--- src/upr_pkg.sv ---
package upr_pkg;

   // ****************************************************************
   // Register map (byte addresses)
   // ****************************************************************
   localparam logic [7:0] ADDR_CTRL = 8'h00;
   localparam logic [7:0] ADDR_STATUS = 8'h04;
   localparam logic [7:0] ADDR_IRQ_STATUS = 8'h08;
   localparam logic [7:0] ADDR_IRQ_MASK = 8'h0c;

   // ****************************************************************
   // Control register fields
   // ****************************************************************
   localparam int CTRL_LEGACY_SEL = 0;
   localparam int CTRL_TRISTATE = 1;
   localparam int CTRL_PATH_SEL = 2;
   localparam int CTRL_OFFHOOK = 3;
   localparam int CTRL_WIDTH = 4;
   localparam logic [3:0] CTRL_RESET = 4'h0;

   // ****************************************************************
   // Interrupt status fields
   // ****************************************************************
   localparam int IRQ_UART = 0;
   localparam int IRQ_MODEM = 1;
   localparam int IRQ_WIDTH = 2;
   localparam logic [1:0] IRQ_RESET = 2'h0;

   localparam logic [31:0] RDATA_ZERO = 32'h0000_0000;
   localparam logic MARK_LEVEL = 1'b1;

   typedef struct packed
   {
      logic offhook;
      logic path_sel;
      logic tristate;
      logic legacy_sel;
   } upr_ctrl_type;

   typedef struct packed
   {
      logic out;
      logic oe;
   } upr_pin_type;

   typedef enum logic [1:0]
   {
      ROUTE_MODEM_RX,
      ROUTE_IGNORE_RX,
      ROUTE_UART_RX
   } upr_route_type;

endpackage

--- src/upr_route.sv ---
`timescale 1ns/1ps

module upr_route
(
   // Selection
   input wire logic single_port_select,
   input wire logic uart_path_select,
   // Serial streams
   input wire logic modem_rx_data,
   input wire logic uart_tx_data,
   // Results
   output upr_pkg::upr_route_type route,
   output upr_pkg::upr_pin_type rx_pin,
   output logic tx_level
);

   always_comb
   begin
      if (uart_path_select)
      begin
         route = upr_pkg::ROUTE_UART_RX;
      end
      else if (single_port_select)
      begin
         route = upr_pkg::ROUTE_IGNORE_RX;
      end
      else
      begin
         route = upr_pkg::ROUTE_MODEM_RX;
      end
   end

   always_comb
   begin
      rx_pin.oe = 1'b0;
      rx_pin.out = 1'b0;
      tx_level = uart_tx_data;
      case (route)
         upr_pkg::ROUTE_MODEM_RX:
         begin
            rx_pin.oe = 1'b1;
            rx_pin.out = modem_rx_data;
         end
         upr_pkg::ROUTE_IGNORE_RX:
         begin
            tx_level = upr_pkg::MARK_LEVEL;
         end
         default:
         begin
            rx_pin.oe = 1'b0;
         end
      endcase
   end

endmodule

--- src/upr_top.sv ---
// How it works
// - The interrupt output goes active when any enabled UART interrupt occurs.
// - With the legacy select bit at 0 the interrupt is gated by read strobe.
// - With the tristate control bit at 0 the interrupt output is released to high-Z.
// - In single-port mode a modem detect interrupt also drives the output.
// - Single-port low, path bit clear: receive pin drives modem rx data.
// - Single-port high, path bit clear: receive pin is input and ignored.
// - Path bit set: receive pin feeds the UART receiver.
// - Path bit set, or single-port low: transmit pin carries UART data.
// - Single-port high, path bit clear: transmit pin is held at mark.
// - The off-hook relay output is the inverse of the off-hook bit.
//
// The register offsets and register access over APB were chosen for this implementation.
`timescale 1ns/1ps

module upr_top
(
   // APB
   input wire logic pclk,
   input wire logic presetn,
   input wire logic psel,
   input wire logic penable,
   input wire logic pwrite,
   input wire logic [7:0] paddr,
   input wire logic [31:0] pwdata,
   output logic [31:0] prdata,
   output logic pready,
   output logic pslverr,
   // Pins
   input wire logic single_port_select,
   input wire logic host_read_strobe_n,
   input wire logic rx_pin_in,
   output logic rx_pin_out,
   output logic rx_pin_oe,
   output logic tx_pin,
   output logic irq_out_o,
   output logic irq_out_oe,
   output logic offhook_relay_out,
   // Internal UART and modem
   input wire logic uart_irq,
   input wire logic modem_detect_irq,
   input wire logic modem_rx_data,
   input wire logic uart_tx_data,
   output logic uart_rx_data,
   output logic irq
);

   // ****************************************************************
   // Pin synchronisers
   // ****************************************************************
   logic [2:0] sync_a;
   logic [2:0] sync_b;
   logic sps;
   logic strobe_n;
   logic rx_in;

   always_ff @(posedge pclk or negedge presetn)
   begin
      if (!presetn)
      begin
         sync_a <= 3'h7;
         sync_b <= 3'h7;
      end
      else
      begin
         sync_a <= {single_port_select, host_read_strobe_n, rx_pin_in};
         sync_b <= sync_a;
      end
   end

   assign sps = sync_b[2];
   assign strobe_n = sync_b[1];
   assign rx_in = sync_b[0];

   // ****************************************************************
   // Registers
   // ****************************************************************
   upr_pkg::upr_ctrl_type ctrl;
   logic [upr_pkg::IRQ_WIDTH-1:0] irq_status;
   logic [upr_pkg::IRQ_WIDTH-1:0] irq_mask;
   logic [upr_pkg::IRQ_WIDTH-1:0] irq_event;
   logic [upr_pkg::IRQ_WIDTH-1:0] irq_clear;
   logic wr_en;
   logic uart_d;
   logic modem_d;

   assign pready = 1'b1;
   assign wr_en = psel && penable && pwrite;

   function automatic logic addr_known(input logic [7:0] a);
      return a == upr_pkg::ADDR_CTRL || a == upr_pkg::ADDR_STATUS ||
         a == upr_pkg::ADDR_IRQ_STATUS || a == upr_pkg::ADDR_IRQ_MASK;
   endfunction

   assign pslverr = psel && penable && !addr_known(paddr);

   always_ff @(posedge pclk or negedge presetn)
   begin
      if (!presetn)
      begin
         ctrl <= upr_pkg::CTRL_RESET;
      end
      else if (wr_en && paddr == upr_pkg::ADDR_CTRL)
      begin
         ctrl <= pwdata[upr_pkg::CTRL_WIDTH-1:0];
      end
   end

   always_ff @(posedge pclk or negedge presetn)
   begin
      if (!presetn)
      begin
         irq_mask <= upr_pkg::IRQ_RESET;
      end
      else if (wr_en && paddr == upr_pkg::ADDR_IRQ_MASK)
      begin
         irq_mask <= pwdata[upr_pkg::IRQ_WIDTH-1:0];
      end
   end

   // Rising-edge events of the interrupt sources
   always_ff @(posedge pclk or negedge presetn)
   begin
      if (!presetn)
      begin
         uart_d <= 1'b0;
         modem_d <= 1'b0;
      end
      else
      begin
         uart_d <= uart_irq;
         modem_d <= modem_detect_irq;
      end
   end

   assign irq_event[upr_pkg::IRQ_UART] = uart_irq && !uart_d;
   assign irq_event[upr_pkg::IRQ_MODEM] = modem_detect_irq && !modem_d;
   assign irq_clear = (wr_en && paddr == upr_pkg::ADDR_IRQ_STATUS) ?
      pwdata[upr_pkg::IRQ_WIDTH-1:0] : upr_pkg::IRQ_RESET;

   // Set wins over a clear in the same cycle
   always_ff @(posedge pclk or negedge presetn)
   begin
      if (!presetn)
      begin
         irq_status <= upr_pkg::IRQ_RESET;
      end
      else
      begin
         irq_status <= (irq_status & ~irq_clear) | irq_event;
      end
   end

   assign irq = |(irq_status & irq_mask);

   always_ff @(posedge pclk or negedge presetn)
   begin
      if (!presetn)
      begin
         prdata <= upr_pkg::RDATA_ZERO;
      end
      else if (psel && !penable && !pwrite)
      begin
         prdata <= upr_pkg::RDATA_ZERO;
         case (paddr)
            upr_pkg::ADDR_CTRL:
               prdata[upr_pkg::CTRL_WIDTH-1:0] <= ctrl;
            upr_pkg::ADDR_STATUS:
            begin
               prdata[0] <= sps;
               prdata[1] <= irq_out_o;
               prdata[2] <= irq_out_oe;
               prdata[3] <= rx_pin_oe;
               prdata[4] <= tx_pin;
            end
            upr_pkg::ADDR_IRQ_STATUS:
               prdata[upr_pkg::IRQ_WIDTH-1:0] <= irq_status;
            upr_pkg::ADDR_IRQ_MASK:
               prdata[upr_pkg::IRQ_WIDTH-1:0] <= irq_mask;
            default:
               prdata <= upr_pkg::RDATA_ZERO;
         endcase
      end
   end

   // ****************************************************************
   // Serial pin routing
   // ****************************************************************
   upr_pkg::upr_route_type route;
   upr_pkg::upr_pin_type rx_pin;
   logic tx_level;

   upr_route u_route
   (
      .single_port_select(sps),
      .uart_path_select(ctrl.path_sel),
      .modem_rx_data(modem_rx_data),
      .uart_tx_data(uart_tx_data),
      .route(route),
      .rx_pin(rx_pin),
      .tx_level(tx_level)
   );

   // ****************************************************************
   // Pin output flops
   // ****************************************************************
   logic next_irq_level;

   // With legacy select at 0 the interrupt shows only while the read strobe is high
   always_comb
   begin
      next_irq_level = uart_irq || (sps && modem_detect_irq);
      if (!ctrl.legacy_sel && !strobe_n)
      begin
         next_irq_level = 1'b0;
      end
   end

   always_ff @(posedge pclk or negedge presetn)
   begin
      if (!presetn)
      begin
         rx_pin_out <= 1'b0;
         rx_pin_oe <= 1'b0;
         tx_pin <= upr_pkg::MARK_LEVEL;
         uart_rx_data <= upr_pkg::MARK_LEVEL;
         irq_out_o <= 1'b0;
         irq_out_oe <= 1'b0;
         offhook_relay_out <= 1'b1;
      end
      else
      begin
         rx_pin_out <= rx_pin.out;
         rx_pin_oe <= rx_pin.oe;
         tx_pin <= tx_level;
         uart_rx_data <= (route == upr_pkg::ROUTE_UART_RX) ? rx_in :
            upr_pkg::MARK_LEVEL;
         irq_out_o <= next_irq_level;
         irq_out_oe <= ctrl.tristate;
         offhook_relay_out <= !ctrl.offhook;
      end
   end
endmodule
--- config.mk ---
export PLATFORM = sky130hd
export DESIGN_NAME = upr_top
export DESIGN_NICKNAME = d
export VERILOG_FILES = /design/src/upr_pkg.sv /design/src/upr_route.sv /design/src/upr_top.sv
export SDC_FILE = /design/constraint.sdc
export NUM_CORES = 1
export LEC_CHECK = 0
export BUFFER_PORTS_ARGS = -buffer_cell sky130_fd_sc_hd__buf_2
export CORE_MARGIN = 2
export CORE_UTILIZATION = 40
export DETAILED_ROUTE_END_ITERATION = 16
export HOLD_SLACK_MARGIN = 0.05
export PLACE_DENSITY = 0.87
export SETUP_SLACK_MARGIN = 0.5
export SKIP_LAST_GASP = 1
export SYNTH_ARGS = -nofsm -noshare
export SYNTH_HDL_FRONTEND = slang
export SYNTH_SLANG_ARGS = --single-unit
--- constraint.sdc ---
create_clock -name pclk -period 1.2 [get_ports pclk]
set_input_delay 0.12 -clock pclk [delete_from_list [all_inputs] [get_ports pclk]]
set_output_delay 0.12 -clock pclk [all_outputs]
set_load 0.02 [all_outputs]
* Word-level counts from Yosys, hierarchy flattened
Cells that the tools add are included.
Storage, ports and cells: flip-flop bits (word level) 28, input bits 52, output and inout port bits 42
Cells by class: mux-type cells 11, reduce and logical (&&, ||, !) cells 27, equal/unequal tests 5, bitwise gates (word level) 4
Operators with widths (count):
- $eq A8 B4 Y1 const B | 2
- $logic_and A1 B1 Y1 | 12
- $eq A8 B3 Y1 const B | 1
- $logic_not A1 Y1 | 8
- $logic_not A8 Y1 | 1
- $pmux W2 S4 | 1
- $mux W1 | 7
- $and A2 B2 Y2 | 2
- $logic_or A1 B1 Y1 | 4
- $mux W2 | 2
- $pmux W2 S2 | 1
- $eq A2 B1 Y1 const B | 1
- $eq A2 B2 Y1 const B | 1
- $logic_not A2 Y1 | 1
- $not A2 Y2 | 1
- $or A2 B2 Y2 | 1
- $reduce_or A2 Y1 | 1

* Logic depth before layout (Yosys ltp)
depth in word-level cells 7, mapped depth 4

* Cells and area by module
A second synthesis with hierarchy kept.
Unflattened totals: cells, all modules 116, area, all modules 1348.8 µm²
By module, submodules not included:
- upr_top | area an instance 1311.3 µm², instances 1, seq. area each 711.9 µm², cells an instance 111
- upr_route | area an instance 37.5 µm², instances 1, seq. area each 0.0 µm², cells an instance 5

* Worst setup path after synthesis
No wires, ideal clock.
kind reg-to-reg, from register irq_out_o, to register prdata[1], library setup time 0.128 ns, stages on the path, launching flop included 4, required time 1.072 ns, arrival 1.028 ns, slack 0.044 ns, path buffers 0, cells stage by stage dfrtp_1 > mux4_2 > nand3_1 > o21ai_0
Between the ends: cells in the longest elaborated chain, start to end 1
RTL lines:
- start, declared | RTL line upr_top.sv:36 | output logic irq_out_o,
- start signal, assigned | RTL line upr_top.sv:238 | irq_out_o <= next_irq_level;
- $pmux W2 S4 | RTL line upr_top.sv:165 | case (paddr)
- end signal, assigned | RTL line upr_top.sv:164 | prdata <= upr_pkg::RDATA_ZERO;
- end signal, assigned by index | RTL line upr_top.sv:167 | prdata[upr_pkg::CTRL_WIDTH-1:0] <= ctrl;
- end signal, assigned | RTL line upr_top.sv:171 | prdata[1] <= irq_out_o;
- end, declared | RTL line upr_top.sv:26 | output logic [31:0] prdata,
No other way between the ends. A chain may end at the register's enable or synchronous reset.

* Worst setup path after layout
from register irq_mask[0] (netlist name), to output port irq
Between the ends: cells in the longest elaborated chain, start to end 2
RTL lines:
- start, declared | RTL line upr_top.sv:80 | logic [upr_pkg::IRQ_WIDTH-1:0] irq_mask;
- start signal, assigned | RTL line upr_top.sv:113 | irq_mask <= upr_pkg::IRQ_RESET;
- start signal, assigned | RTL line upr_top.sv:117 | irq_mask <= pwdata[upr_pkg::IRQ_WIDTH-1:0];
- $and A2 B2 Y2 | RTL line upr_top.sv:154 | assign irq = |(irq_status & irq_mask);
- $reduce_or A2 Y1 | RTL line upr_top.sv:154
- end, declared | RTL line upr_top.sv:45 | output logic irq
No other way between the ends.

==> results by group <==
Place
  – Inst Count DP: 198
  – RePlAce Congestion: 0.807
  – Detailed Place HPWL: 1880 um
  – IO buf count: 37

GRT
  – Largest net degree at the start of global routing: 16
  – Vias in the first global route: 965
  – Initial antenna violation count: 0
  – Total gr overflow: 0
  – First-pass GRT wire length: 4280 um
  – GRT Overall Usage: 15.8%

Yosys
  – Cells after synthesis: 113
  – Post-synth top cells: buf_4, dfrtp_1, dfstp_2, nand2_1, mux2_2
  – Post-Synth XOR/XNOR Area: 0%
  – Area share of the largest cell type after synthesis: 35.5%
  – Seq cells post-synth: 28
  – Simple-gate share of the synthesized area: 14.2%
  – Synth cell types: 29
  – Synth warn: 0
  – Post-Syn Area: 1340 um2
  – Post-synthesis adder-cell area fraction: 0%
  – Mean Syn Cell Area: 11.8 um2
  – Register area share after synthesis: 53.2%
  – Post-synthesis async set-or-reset flop share: 100%
  – Ys flop type: dfrtp_1
  – Synth top area cells: dfrtp_1, dfstp_2, buf_4
  – Largest family of logic cells by synthesized area: buffers and inverters
  – Post-synth EDFFs: 0
  – Mux contribution to synthesized area: 9.91%
  – Largest area contributor in the netlist: dfrtp_1
  – Compound-Gate Fraction of Synth Area: 5.14%
  – Most frequent cell after synthesis: buf_4

Timing
  – Final Max Tran Viols: 0
  – Unrepaired setup endpoints after global routing: yes
  – Worst hold slack: -0.314 ns
  – Tmin final: 1.26 ns
  – Fin crit share: 105%
  – Fmax: 794 MHz
  – Min setup slack post-route: -0.0587 ns
  – Setup violators final: 1
  – Final hold violations: 23
  – Final setup TNS: -0.0587 ns
  – Final Skew: 0.00401 ns

Floorplan
  – Site Rows: 21
  – Core area: 3280 um2
  – Die H: 61.9 um
  – Die footprint: 3830 um2
  – Starting density of the core: 40.8%
  – # IOs: 94
  – Die width: 61.9 um

Power
  – Sw Ratio: 26.1%
  – PwrDens: 901 nW/um2
  – Register share of total power: 56.4%
  – Switching power: 0.460 mW
  – Logic pwr share: 18.7%
  – Power Total: 1.76 mW
  – Leakage power: 0.953 nW
  – Clock Power Share: 24.9%
  – Internal power: 1.30 mW
  – Peak VDD IR: 1010 uV

Status
  – Failing checks: hold timing, setup timing
  – Status: complete, but fails checks

Worst hold path
  – Worst hold path class: primary input to asynchronous set/reset pin

Job
  – Max Cap Viol: 0

CTS
  – Clock latency on the worst-skew pair: 0.32 ns
  – Longest Clk Path Bufs: 2
  – Htree depth: 1
  – CTS tree: built
  – Clock sink count: 28
  – Root Driver: clkbuf_4
  – Num CTS Buffers: 3
  – CTS Hold Bufs: 7
  – Clock slew seen by the registers of the worst setup and hold paths: 0.14 ns

Setup path
  – Crit end category: primary output
  – Critical Path RT: 1.08 ns
  – Kind of critical path: flip-flop to primary output
  – Critical Path Source Type: flip-flop
  – Worst path arrival time: 1.14 ns
  – CP max FO: 3

Routing
  – Post-route DRC: 0
  – Initial DRC count: 25
  – WL final: 2730 um
  – Detailed-route wire length per cell: 12.2 um
  – Vias: 971
  – Final ANT Viol Nets: 0
  – Routed vias/inst: 4.33
  – Initial DRT Pass Iterations: 4

Layout
  – Final core occ: 59.6%
  – Final net count: 231
  – Antenna diodes: 0
  – Finished Layout Cells: 224
  – Area grow syn2layout: 46.3%
  – Layout cells sized above 1: 56.7%
[through the flow]
stage | area, um2 | hold WS (ns) | setup slack [ns]
after global routing | 1960 | -0.315 | -0.111
after floorplan | 1460 | -0.176 | 0.0676
after detailed placement | 1530 | 0.0458 | -0.0706
final | 1960 | -0.314 | -0.0587
after CTS | 1890 | -0.309 | -0.0637
after global placement | 1530 | 0.0432 | -0.0401
[repair_timing]
item	4_1_cts	5_1_grt
setup endpoints to repair	31	32
setup buffers	12	3
resized for setup	46	11
endpoints found under the hold margin	32	25
pin swaps	10	4
[power groups by stage]
stage / clock network, mW / registers (mW) / logic, mW
2_1_floorplan: 0 / 1.02 / 0.203
3_3_place_gp: 0 / 1.01 / 0.246
3_5_place_dp: 0 / 1.01 / 0.251
4_1_cts: 0.448 / 0.994 / 0.314
5_1_grt: 0.491 / 0.999 / 0.360
6_report: 0.439 / 0.995 / 0.329
[cell usage in the layout, fill, tap and decap left out, types with 2 or more instances in the layout]
cell,n
buf_2,21
buf_4,15
buf_6,21
clkbuf_4,3
conb_1,28
dfrtp_1,17
dfrtp_2,2
dfstp_2,9
dlygate4sd3_1,7
inv_1,2
mux2_2,5
mux4_2,2
nand2_1,5
nand2b_1,2
nand2b_4,3
nand3_2,4
nand4_1,2
nor2_1,2
nor2_2,2
o21ai_1,3
o31a_1,2
o31ai_2,2
[flip-flops by register name, indices dropped and copies added (netlist names)]
signal             flops
prdata                 5
sync_a                 3
uart_rx_data           1
rx_pin_oe              1
irq_status             2
tx_pin                 1
sync_b                 3
rx_pin_out             1
offhook_relay_out      1
modem_d                1
uart_d                 1
ctrl                   4
irq_out_oe             1
irq_out_o              1
irq_mask               2
[area by class of cell]
type	count	area (um2)
clock buffer	4	36.3
fill	266	1330
inverter	2	7.51
multi-input combinational	79	598
sequential	28	714
tap	46	57.6
timing repair buffer	65	544
[routing by layer]
| layer | up-vias | part of all wire, % | GRT usage (%) |
|---|---|---|---|
| li1 | 462 | - | - |
| met1 | 468 | 37 | 18.0 |
| met2 | 39 | 55 | 29.9 |
| met3 | 2 | 7.4 | 4.55 |
| met4 | 0 | 0.37 | 1.82 |
| met5 | - | 0 | 0 |
[critical path: stages, from the launching register on]
cell and delay, ns:
dfrtp_1 0.43, a22o_4 0.27, buf_6 0.13
[cell families (layout without fill, tap and decap cells)]
kind of cell | after synthesis | after routing
muxes | 10 | 10
other | 2 | 28
and+or+nand+nor | 31 | 31
buffers and inverters | 32 | 71
AOI/OAI and AO/OA | 10 | 10
DFF | 28 | 28
[path summary, 6_finish.rpt]
| kind | cells after the start | endpoint | slack [ns] | start |
|---|---|---|---|---|
| setup / recovery | 2 | irq | -0.06 | irq_mask[0] |
| min in group pclk | 2 | ctrl[2] | 0.03 | pwdata[2] |
| setup reg to reg | 3 | prdata[1] | 0.03 | irq_mask[1] |
| hold / removal | 1 | rx_pin_oe | -0.31 | presetn |
| max in group asynchronous | 2 | sync_b[1] | 1.05 | presetn |
| hold reg to reg | 0 | sync_b[1] | 0.37 | sync_a[1] |
Note: power is estimated with default switching activity, not from simulation.
